[config.mk]
export PLATFORM = sky130hd
export DESIGN_NAME = mtio_top
export DESIGN_NICKNAME = d
export VERILOG_FILES = /design/src/hw/mtio_top.v
export VERILOG_INCLUDE_DIRS = /design/src /design/src/hw
export SDC_FILE = /design/constraint.sdc
export NUM_CORES = 1
export LEC_CHECK = 0
export ABC_AREA = 1
export BUFFER_PORTS_ARGS = -buffer_cell sky130_fd_sc_hd__buf_4
export CAP_MARGIN = 20
export CORE_UTILIZATION = 40
export DETAILED_ROUTE_END_ITERATION = 16
export SYNTH_ARGS = -nofsm -noshare
export SYNTH_HDL_FRONTEND = slang
export SYNTH_SLANG_ARGS = --single-unit
[constraint.sdc]
create_clock -name pclk -period 6.1 [get_ports pclk]
set_clock_uncertainty 0.1 [all_clocks]
set_input_delay 0.61 -clock pclk [delete_from_list [all_inputs] [get_ports pclk]]
set_output_delay 0.61 -clock pclk [all_outputs]
set_load 0.02 [all_outputs]
[src/hw/mtio_consts.vh]
// constants for the measurement trigger and parallel i/o block
`ifndef MTIO_CONSTS_VH
`define MTIO_CONSTS_VH
// register byte offsets
`define MTIO_CTRL_OFS 12'h000
`define MTIO_CMD_OFS 12'h004
`define MTIO_EOCW_OFS 12'h008
`define MTIO_DLY_OFS 12'h00C
`define MTIO_GOUT_OFS 12'h010
`define MTIO_FLAG_OFS 12'h014
`define MTIO_STAT_OFS 12'h018
// ctrl fields
`define MTIO_CTRL_CONT 0
`define MTIO_CTRL_EXTSRC 1
`define MTIO_CTRL_PULSE 2
`define MTIO_CTRL_DLYEN 3
`define MTIO_CTRL_LOCK 4
`define MTIO_CTRL_ERRASYNC 5
`define MTIO_CTRL_REMOTE 6
`define MTIO_CTRL_RST 7'h01
// cmd fields (write one pulses)
`define MTIO_CMD_ARM 0
`define MTIO_CMD_READ 1
`define MTIO_CMD_TRG 2
`define MTIO_CMD_KEY 3
`define MTIO_CMD_CLRERR 4
// timing
`define MTIO_CLK_HZ 25000000
`define MTIO_TICK_MS 1
`define MTIO_EOCW_MIN 7'h01
`define MTIO_EOCW_MAX 7'h64
`define MTIO_EOCW_RST 7'h01
`define MTIO_DLY_MAX 14'h270F
`endif

[src/hw/mtio_top.v]
// trigger sequencer and parallel i/o logic with apb register access
`include "mtio_consts.vh"
`timescale 1ns/100ps
`default_nettype none
module mtio_top #(
    parameter integer CLK_HZ = `MTIO_CLK_HZ,
    parameter integer TICK_CYCLES = CLK_HZ / 1000 * `MTIO_TICK_MS
) (
    // apb slave
    input wire pclk,
    input wire presetn,
    input wire psel,
    input wire penable,
    input wire pwrite,
    input wire [11:0] paddr,
    input wire [31:0] pwdata,
    output reg [31:0] prdata,
    output reg pready,
    output reg pslverr,
    // parallel control port inputs, active low
    input wire [4:0] ctrl_in_n,
    // measurement engine
    output reg meas_start,
    input wire meas_done,
    input wire meas_err,
    // parallel control port outputs
    output reg [9:0] general_out,
    output reg eoc_out,
    output reg err_out,
    output reg external_source_indicator
);
    localparam [1:0] ST_IDLE = 2'b00;
    localparam [1:0] ST_WAIT = 2'b01;
    localparam [1:0] ST_DLY = 2'b10;
    localparam [1:0] ST_MEAS = 2'b11;

    reg [6:0] ctrl;
    reg [6:0] eoc_width;
    reg [13:0] dly_ms;
    reg [4:0] flags;
    reg [1:0] state;
    reg read_armed;
    reg exec_err;
    reg [14:0] sync0, sync1, sync2;
    reg [4:0] in_state;
    reg [31:0] tick_cnt;
    reg tick;
    reg [13:0] ms_cnt;
    reg [6:0] eoc_cnt;
    reg next_eoc;

    wire cont = ctrl[`MTIO_CTRL_CONT];
    wire ext_src = ctrl[`MTIO_CTRL_EXTSRC];
    wire wr = psel & penable & pwrite;
    wire rd = psel & penable & ~pwrite;

    function mapped;
        input [11:0] a;
        begin
            mapped = (a == `MTIO_CTRL_OFS) || (a == `MTIO_CMD_OFS) ||
                (a == `MTIO_EOCW_OFS) || (a == `MTIO_DLY_OFS) ||
                (a == `MTIO_GOUT_OFS) || (a == `MTIO_FLAG_OFS) ||
                (a == `MTIO_STAT_OFS);
        end
    endfunction

    wire cmd_wr = wr & (paddr == `MTIO_CMD_OFS);
    wire cmd_arm = cmd_wr & pwdata[`MTIO_CMD_ARM];
    wire cmd_read = cmd_wr & pwdata[`MTIO_CMD_READ];
    wire cmd_trg = cmd_wr & pwdata[`MTIO_CMD_TRG];
    wire cmd_key = cmd_wr & pwdata[`MTIO_CMD_KEY];
    wire flag_rd = rd & (paddr == `MTIO_FLAG_OFS);

    // three-stage synchroniser, rise counted when stages 2 and 3 agree
    reg [4:0] low_now;
    reg [4:0] next_in_state;
    reg [4:0] edges;
    always @(posedge pclk or negedge presetn) begin
        if (!presetn) begin
            sync0 <= 15'h0000;
        end else begin
            sync0 <= {10'h000, ~ctrl_in_n};
        end
    end
    always @(posedge pclk or negedge presetn) begin
        if (!presetn) begin
            sync1 <= 15'h0000;
            sync2 <= 15'h0000;
            in_state <= 5'h00;
        end else begin
            sync1 <= sync0;
            sync2 <= sync1;
            in_state <= next_in_state;
        end
    end
    always @* begin
        low_now = sync1[4:0];
        next_in_state = in_state;
        edges = 5'h00;
        if (!ctrl[`MTIO_CTRL_LOCK]) begin
            next_in_state = (low_now & sync2[4:0]) |
                (in_state & (low_now | sync2[4:0]));
            edges = next_in_state & ~in_state;
        end
    end

    // trigger sources: terminal, key, trg command
    wire term_trig = edges[0];
    wire key_trig = cmd_key;
    wire any_trig = term_trig | key_trig | (cmd_trg & ~read_armed);
    wire [4:0] set_flags = edges | {4'h0, key_trig | cmd_trg};

    // edge flag word
    always @(posedge pclk or negedge presetn) begin
        if (!presetn) begin
            flags <= 5'h00;
        end else begin
            // set wins over read clear
            flags <= (flags & ~(flag_rd ? flags : 5'h00)) | set_flags;
        end
    end

    // millisecond tick
    always @(posedge pclk or negedge presetn) begin
        if (!presetn) begin
            tick_cnt <= 32'h00000000;
            tick <= 1'b0;
        end else if (tick_cnt >= TICK_CYCLES - 1) begin
            tick_cnt <= 32'h00000000;
            tick <= 1'b1;
        end else begin
            tick_cnt <= tick_cnt + 32'h00000001;
            tick <= 1'b0;
        end
    end

    // sequencer
    always @(posedge pclk or negedge presetn) begin
        if (!presetn) begin
            state <= ST_WAIT;
            read_armed <= 1'b0;
            ms_cnt <= 14'h0000;
            meas_start <= 1'b0;
        end else begin
            meas_start <= 1'b0;
            case (state)
            ST_IDLE: begin
                if (!cont && (cmd_arm || cmd_read)) begin
                    state <= ST_WAIT;
                    read_armed <= cmd_read;
                end
            end
            ST_WAIT: begin
                if (!ext_src || any_trig) begin
                    read_armed <= 1'b0;
                    ms_cnt <= 14'h0000;
                    if (ctrl[`MTIO_CTRL_DLYEN] && dly_ms != 14'h0000) begin
                        state <= ST_DLY;
                    end else begin
                        state <= ST_MEAS;
                        meas_start <= 1'b1;
                    end
                end
            end
            ST_DLY: begin
                if (tick) begin
                    if (ms_cnt + 14'h0001 >= dly_ms) begin
                        state <= ST_MEAS;
                        meas_start <= 1'b1;
                    end else begin
                        ms_cnt <= ms_cnt + 14'h0001;
                    end
                end
            end
            ST_MEAS: begin
                if (meas_done) begin
                    state <= cont ? ST_WAIT : ST_IDLE;
                end
            end
            default: begin
                state <= ST_IDLE;
            end
            endcase
        end
    end

    // done output and error output
    always @* begin
        next_eoc = eoc_out;
        if (meas_start && !ctrl[`MTIO_CTRL_PULSE]) begin
            next_eoc = 1'b0;
        end else if (state == ST_MEAS && meas_done) begin
            next_eoc = 1'b1;
        end else if (ctrl[`MTIO_CTRL_PULSE] && eoc_out && tick &&
                eoc_cnt + 7'h01 >= eoc_width) begin
            next_eoc = 1'b0;
        end
    end
    always @(posedge pclk or negedge presetn) begin
        if (!presetn) begin
            eoc_out <= 1'b0;
            eoc_cnt <= 7'h00;
            err_out <= 1'b0;
        end else begin
            eoc_out <= next_eoc;
            if (!eoc_out) begin
                eoc_cnt <= 7'h00;
            end else if (tick) begin
                eoc_cnt <= eoc_cnt + 7'h01;
            end
            if (ctrl[`MTIO_CTRL_ERRASYNC]) begin
                if (state == ST_MEAS && meas_err) begin
                    err_out <= 1'b1;
                end else if (meas_start) begin
                    err_out <= 1'b0;
                end
            end else if (state == ST_MEAS && meas_done) begin
                err_out <= meas_err;
            end else if (meas_start) begin
                err_out <= 1'b0;
            end
        end
    end

    // registers
    always @(posedge pclk or negedge presetn) begin
        if (!presetn) begin
            ctrl <= `MTIO_CTRL_RST;
            eoc_width <= `MTIO_EOCW_RST;
            dly_ms <= 14'h0000;
            general_out <= 10'h000;
            exec_err <= 1'b0;
            external_source_indicator <= 1'b0;
        end else begin
            external_source_indicator <= ext_src;
            if (cmd_arm && cont) begin
                exec_err <= 1'b1;
            end else if (cmd_wr && pwdata[`MTIO_CMD_CLRERR]) begin
                exec_err <= 1'b0;
            end
            if (wr && paddr == `MTIO_CTRL_OFS) begin
                ctrl <= pwdata[6:0];
                if (ctrl[`MTIO_CTRL_REMOTE] && !pwdata[`MTIO_CTRL_REMOTE]) begin
                    ctrl[`MTIO_CTRL_CONT] <= 1'b1;
                end
            end
            if (wr && paddr == `MTIO_EOCW_OFS) begin
                if (pwdata[6:0] < `MTIO_EOCW_MIN) begin
                    eoc_width <= `MTIO_EOCW_MIN;
                end else if (pwdata[6:0] > `MTIO_EOCW_MAX ||
                        pwdata[31:7] != 25'h0) begin
                    eoc_width <= `MTIO_EOCW_MAX;
                end else begin
                    eoc_width <= pwdata[6:0];
                end
            end
            if (wr && paddr == `MTIO_DLY_OFS) begin
                if (pwdata[13:0] > `MTIO_DLY_MAX || pwdata[31:14] != 18'h0) begin
                    dly_ms <= `MTIO_DLY_MAX;
                end else begin
                    dly_ms <= pwdata[13:0];
                end
            end
            if (wr && paddr == `MTIO_GOUT_OFS) begin
                general_out <= pwdata[9:0];
            end
        end
    end

    // apb answer, no wait state
    always @(posedge pclk or negedge presetn) begin
        if (!presetn) begin
            pready <= 1'b0;
            pslverr <= 1'b0;
            prdata <= 32'h00000000;
        end else begin
            pready <= psel & ~penable;
            pslverr <= psel & ~penable & ~mapped(paddr);
            prdata <= 32'h00000000;
            if (psel && !penable && !pwrite) begin
                case (paddr)
                `MTIO_CTRL_OFS: prdata <= {25'h0, ctrl};
                `MTIO_EOCW_OFS: prdata <= {25'h0, eoc_width};
                `MTIO_DLY_OFS: prdata <= {18'h0, dly_ms};
                `MTIO_GOUT_OFS: prdata <= {22'h0, general_out};
                `MTIO_FLAG_OFS: prdata <= {27'h0, flags | set_flags};
                `MTIO_STAT_OFS: prdata <= {26'h0, err_out, eoc_out,
                    exec_err, read_armed, state};
                default: prdata <= 32'h00000000;
                endcase
            end
        end
    end
endmodule // mtio_top
`default_nettype wire

==> metrics.md, run 1 <==
| Metric | Value |
|---|---|
| Status | completed |
| Initial drt markers | 319 |
| Quantity of hold-fixing buffers added after cts | 0 |
| Final hold slack | 0.0894 ns |
| Avg Inst Size Synth | 8.50 um^2 |
| Vias in the first global route | 5,541 |
| Critical path launch point type | register |
| Asr flop ratio synth | 1.00 |
| Die area | 0.0185 mm^2 |
| Core box area | 0.0174 mm^2 |
| Via density | 4.92 |
| Post-DP HPWL | 12.6 mm |
| Worst-path clk slew | 0.06 ns |
| WP data required | 6.30 ns |
| Fin. Hold Viols | 0 |
| Starting Density | 0.411 |
| Fillers | 1,704 |
| Max-cap violations | 0 |
| Drt wl/cell | 14.4 um |
| Clock tree sinks | 141 |
| Top cell by count, worst path | nand2_1 |
| Root Buffer | clkbuf_16 |
| Post-CTS Setup Repair Bufs | 0 |
| Total GRT Usage | 0.197 |
| Die Wd | 136 um |
| Final WL | 17.1 mm |
| DR pass1 iterations | 4 |
| Number of synthesized flops with an enable pin | 0 |
| Synth top area cells | dfrtp_1 48%, nand2_1 9.0%, inv_1 5.7% |
| Highest Clock Rate | 0.285 GHz |
| Period utilization | 0.576 |
| Synth cell types | 47 |
| Diode count | 0 |
| Post-route ant nets | 0 |
| Fin cells | 1,187 |
| Post-synth top area cell | dfrtp_1 |
| Critical-path cell list | ha_1, nand2_1, nor2_1, nand2_1, nor2_1, nand2_1, o21ai_0, inv_1, ha_1, a21oi_1, o21ai_0, nor2_1, nand2_1, a21oi_2, nand2_2, nand2_1, nand2_1 |
| RSZ-0062 raised after global routing | false |
| Global-route wire length before repair | 27.6 mm |
| Largest net degree at the start of global routing | 75 |
| Final setup fails | 0 |
| Worst EP arrival | 3.72 ns |
| Pwr dens | 282 mW/mm^2 |
| Ys Warns | 0 |
| Area delta synth->final | 19.9% |
| Most instantiated cells after synthesis | 172 x nand2_1, 138 x dfrtp_1, 109 x inv_1 |
| Post-Syn Area | 0.00717 mm^2 |
| Initial antenna violation count | 0 |
| Share of cells above drive strength 1 | 0.148 |
| CTS tree | built |
| Multi-input gate area | 0.00311 mm^2 |
| Leak pwr | 4.37 nW |
| Clock latency at the later pin of the worst-skew pair | 0.42 ns |
| Die H | 136 um |
| Final #Nets | 1,034 |
| CTS Buffer Depth | 2 |
| Gr ovfl total | 0 |
| Sequential cell area | 0.00353 mm^2 |
| Max Fanout on Critical Path | 15 |
| # resized after CTS | 0 |
| Crit end category | register |
| Row count | 48 |
| IO Pins | 104 |
| Post-route DRC | 0 |
| Post-Syn Instances | 843 |
| Min-Delay Path Class | input port to async pin |
| Critical path's top delay family | simple AND/OR/NAND/NOR gates |
| Relative slew slack | 0.396 |
| Slew of the pin with the lowest slew margin | 0.906 ns |
| Worst IR drop on VDD | 0.244 mV |
| Top cell type's share of synthesized area | 0.482 |
| Min Tclk post-route | 3.51 ns |
| Pins over their slew limit | 0 |
| CP Buf/Inv Count | 1 |
| Setup CP Type | register to register |
| IO buf count | 85 |
| Critical Path Max Stage Delay | 0.57 ns |
| H-tree levels | 4 |
| CTS buffer count | 17 |
| Post-synth top flop | dfrtp_1 |
| Slowest stage cell, crit path | a21oi_2 |
| Post-route setup TNS | 0 ns |
| Vias | 5,835 |
| Count leader, synth | nand2_1 |
| Register area share after synthesis | 0.493 |
| Synth Register Bits | 141 |
| Routability cong. | 0.896 |
| DP Cell Count | 1,155 |
==> sequential cells by signal, summed over array words and instances (netlist names), 2 cells and up <==
| signal | count |
|---|---|
| sync0 | 5 |
| ms_cnt | 14 |
| sync2 | 5 |
| eoc_cnt | 7 |
| ctrl | 7 |
| tick_cnt | 32 |
| sync1 | 5 |
| dly_ms | 14 |
| in_state | 5 |
| general_out | 10 |
| eoc_width | 7 |
| state | 2 |
| flags | 5 |
| prdata | 14 |
==> worst reg2reg max path, cell delays in order, from the launching register on <==
cell and delay, ns:
dfrtp_1 0.41, ha_1 0.19, nand2_1 0.09, nor2_1 0.17, nand2_1 0.11, nor2_1 0.15
nand2_1 0.10, o21ai_0 0.23, inv_1 0.07, ha_1 0.18, a21oi_1 0.13, o21ai_0 0.09
nor2_1 0.15, nand2_1 0.11, a21oi_2 0.57, nand2_2 0.33, nand2_1 0.15, nand2_1 0.07
==> stage by stage <==
stage | power, mW | setup slack (ns) | utilization | area [um^2]
after detailed placement | 1.40 | 2.64 | 0.459 | 8000
after floorplan | 1.28 | 3.38 | - | 7290
after global routing | 2.53 | 2.12 | 0.493 | 8590
final | 2.42 | 2.59 | 0.493 | 8590
after CTS | 2.44 | 2.59 | 0.493 | 8590
after global placement | 1.40 | 2.71 | 0.459 | 8000
==> cell type report <==
type | instances | area share
Inverter | 114 | 0.0498
Timing Repair Buffer | 86 | 0.0756
Clock buffer | 18 | 0.0511
Tap cell | 225 | 0.0328
Sequential cell | 141 | 0.411
Multi-Input combinational cell | 589 | 0.362
Clock inverter | 14 | 0.0173
==> where the power goes <==
part           total (mW)  internal, mW  switching (mW)
combinational       0.361         0.121           0.241
sequential           1.02         0.979          0.0415
clock                1.04         0.589           0.447
total                2.42          1.69           0.729
==> cell families (layout without fill, tap and decap cells) <==
group	Yosys count	count (layout)	synth area share
AOI/OAI and AO/OA	120	120	0.101
buffers and inverters	147	232	0.0910
adders and majority gates	29	29	0.0506
DFF	141	141	0.493
xor gates and xnor gates	21	21	0.0257
and+or+nand+nor	384	384	0.239
other	1	35	0.000523
==> per-layer routing <==
layer / track usage / part of all wire / vias to the layer above
li1: - / - / 2926
met1: 0.255 / 0.46 / 2743
met2: 0.326 / 0.47 / 151
met3: 0.0410 / 0.055 / 15
met4: 0.0655 / 0.013 / 0
met5: 0 / 0 / -
==> cells in the final DEF (no fill, tap or decap), drive strengths merged, types with 2 or more instances in the layout <==
| cell type | netlist | routed |
|---|---|---|
| buf | 30 | 86 |
| clkbuf | 3 | 18 |
| nand3b | 5 | 5 |
| nor3 | 24 | 24 |
| conb | 1 | 35 |
| a22oi | 8 | 8 |
| xor2 | 19 | 19 |
| inv | 113 | 121 |
| dfstp | 3 | 3 |
| o211ai | 3 | 3 |
| nand4 | 17 | 17 |
| nand2 | 175 | 175 |
| ha | 29 | 29 |
| a21oi | 21 | 21 |
| a211oi | 2 | 2 |
| o22ai | 13 | 13 |
| nor2 | 92 | 92 |
| o31ai | 6 | 6 |
| nor4 | 8 | 8 |
| nor3b | 2 | 2 |
| xnor2 | 2 | 2 |
| nand3 | 54 | 54 |
| or2 | 5 | 5 |
| o21ai | 59 | 59 |
| clkinv | 1 | 5 |
| dfrtp | 138 | 138 |
| o21a | 2 | 2 |
| o21bai | 2 | 2 |
==> worst paths after layout <==
kind	startpoint	endpoint	slack [ns]	depth (start not counted)
setup reg to reg	ms_cnt[0]	ms_cnt[0]	2.59	17
hold / removal	presetn	prdata[7]	0.09	1
min in group pclk	ctrl_in_n[1]	sync0[1]	0.21	2
max in group asynchronous	presetn	eoc_out	4.46	2
setup / recovery	ms_cnt[0]	ms_cnt[0]	2.59	17
hold reg to reg	sync0[3]	sync1[3]	0.25	0
(Power assumes the default switching activity.)
==> run 2: changes to the inputs <==
clock period = 3.3 ns   (was 6.1 ns; I/O delays follow)
==> run 2 against run 1 <==
Design area rose by 1.3%; total power rose by 87%; cell count rose by 0.76%; via count rose by 0.21%; maximum frequency rose by 20%; clock-buffer cell count fell by 1; sequential power rose by 85%; combinational power rose by 93%; largest power group unchanged; routed wire length fell by 0.19%.
==> metrics.md, run 2 (same netlist as run 1, synthesis figures left out) <==
| Metric | Value |
|---|---|
| Clock tree sinks | 141 |
| Biggest register | tick_cnt |
| WP data required | 3.51 ns |
| Max reg flops | 32 |
| IO Pins | 104 |
| IO buf count | 85 |
| Period utilization | 0.889 |
| Max Fanout on Critical Path | 14 |
| CTS buffer count | 17 |
| Start of the worst register-to-register path | ms_cnt[0] |
| Post-DP HPWL | 12.6 mm |
| Largest net degree at the start of global routing | 79 |
| Hold Path Origin | psel |
| Final hold slack | 0.0574 ns |
| Worst setup margin | 0.367 ns |
| Most common cell after layout, fill and taps aside | nand2_1 |
| Critical-path cell list | ha_1, nand2_1, nor2_1, nand2_1, nor2_1, nand2_1, o21ai_0, inv_1, ha_1, nand4_1, a21oi_1, nor2_1, nand2_1, a21oi_2, nand2_2, nand2_1, nand2_1 |
| Final setup fails | 0 |
| Drt wl/cell | 14.3 um |
| Routability cong. | 0.861 |
| H-tree levels | 4 |
| Total GRT Usage | 0.200 |
| Pwr dens | 519 mW/mm^2 |
| Gr ovfl total | 0 |
| Critical Path Max Stage Delay | 0.42 ns |
| Pins over their slew limit | 0 |
| Root Buffer | clkbuf_16 |
| CTS Buffer Depth | 2 |
| Share of cells above drive strength 1 | 0.148 |
| Fin. Hold Viols | 0 |
| CP Buf/Inv Count | 1 |
| Min-Delay Path Class | input port to register |
| Post-CTS Setup Repair Bufs | 0 |
| RSZ-0062 raised after global routing | false |
| Area delta synth->final | 21.4% |
| Die Wd | 136 um |
| Worst Setup SP | ms_cnt[0] |
| Post-route setup TNS | 0 ns |
| Leak pwr | 4.42 nW |
| Setup CP Type | register to register |
| Initial antenna violation count | 0 |
| Vias | 5,847 |
| Worst-path clk slew | 0.06 ns |
| Initial drt markers | 369 |
| Critical path launch point type | register |
| Vias in the first global route | 5,732 |
| Pre-CTS setup slack | 0.386 ns |
| Worst IR drop on VDD | 0.323 mV |
| Post-route DRC | 0 |
| Clock latency at the later pin of the worst-skew pair | 0.42 ns |
| Final WL | 17.0 mm |
| Most frequent cells in the layout | 172 x nand2_1, 138 x dfrtp_1, 109 x inv_1 |
| Diode count | 0 |
| Crit end category | register |
| Max-cap violations | 0 |
| Slew of the pin with the lowest slew margin | 0.724 ns |
| DR pass1 iterations | 5 |
| Highest Clock Rate | 0.341 GHz |
| Status | completed |
| Die H | 136 um |
| Core box area | 0.0174 mm^2 |
| Worst EP arrival | 3.14 ns |
| Slowest stage cell, crit path | dfrtp_1 |
| CTS tree | built |
| Relative slew slack | 0.517 |
| Global-route wire length before repair | 28.1 mm |
| Total power | 4.51 mW |
| Critical path's top delay family | simple AND/OR/NAND/NOR gates |
| Row count | 48 |
| Top cell by count, worst path | nand2_1 |
| # resized after CTS | 0 |
| Min Tclk post-route | 2.93 ns |
| Post-route ant nets | 0 |
| Placed inst area | 0.00803 mm^2 |
| Starting Density | 0.411 |
| Post-route cell area | 0.00870 mm^2 |
| Die area | 0.0185 mm^2 |
| Final #Nets | 1,043 |
| Via density | 4.89 |
run 2: worst paths after layout:
| check | to | depth (start not counted) | slack [ns] |
|---|---|---|---|
| max | ms_cnt[11] | 17 | 0.37 |
| min | pready | 3 | 0.06 |
| max reg2reg | ms_cnt[11] | 17 | 0.37 |
| min reg2reg | sync1[2] | 0 | 0.25 |
| max in group asynchronous | tick_cnt[14] | 3 | 1.92 |
| min in group asynchronous | general_out[7] | 2 | 0.41 |
run 2: through the flow:
step,std cells,util
floorplan,877,-
detailed placement,1157,0.461
global route,1196,0.499
global placement,1157,0.461
finish,1196,0.499
CTS,1196,0.499
run 2: cell type report:
| type | count | area, um^2 |
|---|---|---|
| Sequential cell | 141 | 3530 |
| Clock inverter | 15 | 175 |
| Clock buffer | 17 | 425 |
| Inverter | 114 | 428 |
| Fill cell | 1692 | 8720 |
| Tap cell | 225 | 282 |
| Timing Repair Buffer | 95 | 747 |
| Multi-Input combinational cell | 589 | 3110 |
run 2: report_power, final:
group	internal, mW	switching, mW
logic	0.242	0.455
registers	1.81	0.0802
clock network	1.08	0.841
total	3.14	1.38
run 2: worst reg2reg max path: stages (launching register included):
cell and delay [ns]:
dfrtp_1 0.42, ha_1 0.19, nand2_1 0.09, nor2_1 0.18, nand2_1 0.12, nor2_1 0.15
nand2_1 0.09, o21ai_0 0.23, inv_1 0.07, ha_1 0.27, nand4_1 0.11, a21oi_1 0.05
nor2_1 0.13, nand2_1 0.10, a21oi_2 0.16, nand2_2 0.20, nand2_1 0.13, nand2_1 0.05
run 2: metal layers:
layer / track usage / part of all wire
met4: 0.0737 / 0.015
met1: 0.254 / 0.44
met2: 0.327 / 0.47
met5: 0 / 0
met3: 0.0511 / 0.069
run 2: timing repair:
action                                 4_1_cts  5_1_grt
hold buffers                                 7        0
endpoints found under the hold margin       80        0
setup endpoints to repair                    0        0
==> run 3: changes to the inputs <==
PLACE_DENSITY_LB_ADDON = 0.2   (was not set)
clock period = 3.5 ns   (was 3.3 ns; I/O delays follow)
==> run 3 against run 2 <==
First-iteration DRC count is 4.9% lower; setup slack improved by 0.19 ns; combinational power shrank 5.6%; critical path depth unchanged; total power fell by 7.7%; global-route usage down 0.49 points; maximum frequency shrank 0.32%; sequential cell count unchanged; die area is the same; core utilization decreased by 0.20 points; design area decreased by 0.40%; worst hold slack gained 0.016 ns; largest power group is now registers.
==> metrics.md, run 3 (same netlist as run 1, synthesis figures left out) <==
| Metric | Value |
|---|---|
| Most frequent cells in the layout | 172 x nand2_1, 138 x dfrtp_1, 109 x inv_1 |
| Clock latency at the later pin of the worst-skew pair | 0.43 ns |
| Seq pwr share | 0.428 |
| Pwr dens | 481 mW/mm^2 |
| CTS Buffer Depth | 2 |
| Status | completed |
| H-tree levels | 4 |
| Setup CP Type | register to register |
| Die Wd | 136 um |
| Highest Clock Rate | 0.340 GHz |
| Initial antenna violation count | 0 |
| Post-layout util | 0.497 |
| CTS tree | built |
| CTS buffer count | 17 |
| Diode count | 0 |
| Period utilization | 0.841 |
| IO buf count | 85 |
| Clock share of power | 0.415 |
| Drt wl/cell | 14.0 um |
| Fillers | 1,651 |
| Post-route cell area | 0.00866 mm^2 |
| Starting Density | 0.411 |
| Post-DP HPWL | 12.3 mm |
| WP data required | 3.71 ns |
| Initial drt markers | 351 |
| Area delta synth->final | 20.9% |
| Final #Nets | 1,043 |
| Global-route wire length before repair | 27.4 mm |
| Die area | 0.0185 mm^2 |
| Post-route DRC | 0 |
| Slew of the pin with the lowest slew margin | 0.863 ns |
| DP Cell Count | 1,157 |
| Clock tree sinks | 141 |
| Final setup fails | 0 |
| Final hold slack | 0.0737 ns |
| Worst setup margin | 0.558 ns |
| Max reg flops | 32 |
| Total GRT Usage | 0.195 |
| Fin cells | 1,196 |
| Fin. Hold Viols | 0 |
| Leak pwr | 4.39 nW |
| RSZ-0062 raised after global routing | false |
| Pre-CTS setup slack | 0.583 ns |
| Biggest register | tick_cnt |
| Crit end category | register |
| Worst-path clk slew | 0.06 ns |
| Psw | 1.27 mW |
| Max Fanout on Critical Path | 14 |
| # resized after CTS | 0 |
| Most common cell after layout, fill and taps aside | nand2_1 |
| Final WL | 16.8 mm |
| Internal power | 2.89 mW |
| DR pass1 iterations | 5 |
| Total power | 4.16 mW |
| Pins over their slew limit | 0 |
| Largest net degree at the start of global routing | 82 |
| Critical path launch point type | register |
| Vias in the first global route | 5,515 |
| Die H | 136 um |
| Placed inst area | 0.00803 mm^2 |
| Root Buffer | clkbuf_16 |
| Post-route ant nets | 0 |
| Core box area | 0.0174 mm^2 |
| Max-cap violations | 0 |
| Vias | 5,831 |
| Min-Delay Path Class | input port to register |
| Via density | 4.88 |
| Gr ovfl total | 0 |
| Switching share of power | 0.306 |
| Post-route setup TNS | 0 ns |
| Row count | 48 |
| Worst EP arrival | 3.15 ns |
| IO Pins | 104 |
| Routability cong. | 0.874 |
| Combinational Power Share | 0.158 |
| Share of cells above drive strength 1 | 0.148 |
| Min Tclk post-route | 2.94 ns |
| Relative slew slack | 0.420 |
| Worst IR drop on VDD | 0.373 mV |
## run 3: cell types whose count changed in the layout (fill, tap and decap cells not counted), sizes merged
cell	previous run	this run
bufinv	1	0
clkbuf	17	18
clkinv	5	3
clkinvlp	1	4
inv	122	121
## run 3: path summary, 6_finish.rpt
check                          start             end  slack, ns  depth (start not counted)
setup reg to reg           ms_cnt[0]      ms_cnt[11]       0.56                         17
setup / recovery           ms_cnt[0]      ms_cnt[11]       0.56                         17
max in group asynchronous    presetn     in_state[0]       1.96                          4
hold reg to reg             sync0[0]        sync1[0]       0.25                          0
hold / removal                  psel          pready       0.07                          3
min in group asynchronous    presetn  general_out[9]       0.44                          2
## run 3: timing repair
item	4_1_cts	5_1_grt
buffers inserted	0	0
endpoints found under the hold margin	83	0
hold buffers	7	0
## run 3: layer usage
metal  global-route usage  share of wire  wire length [um]
met2                0.320           0.48              8010
met4               0.0581          0.011               176
met3               0.0418          0.056               935
met1                0.259           0.46              7640
met5                    0              0                 0
## run 3: power by group through the flow
stage	Combinational (mW)	Clock, mW	Sequential [mW]
after floorplan	0.431	0	1.80
after global placement	0.648	0	1.81
after detailed placement	0.649	0	1.81
after CTS	0.659	1.76	1.78
after global routing	0.735	1.84	1.79
final	0.657	1.73	1.78
## run 3: area by class of cell
cell class                      instances  area [um^2]  share of cell area
Clock buffer                           18          439              0.0507
Clock inverter                         14          126              0.0146
Inverter                              114          428              0.0494
Multi-Input combinational cell        589         3110               0.359
Sequential cell                       141         3530               0.408
Tap cell                              225          282              0.0325
Timing Repair Buffer                   95          747              0.0862
## run 3: critical path, stage by stage (launching register included)
cell and delay [ns]:
dfrtp_1 0.42, ha_1 0.19, nand2_1 0.08, nor2_1 0.17
nand2_1 0.12, nor2_1 0.14, nand2_1 0.09, o21ai_0 0.24
inv_1 0.07, ha_1 0.27, nand4_1 0.12, a21oi_1 0.05
nor2_1 0.13, nand2_1 0.10, a21oi_2 0.17, nand2_2 0.21
nand2_1 0.13, nand2_1 0.05
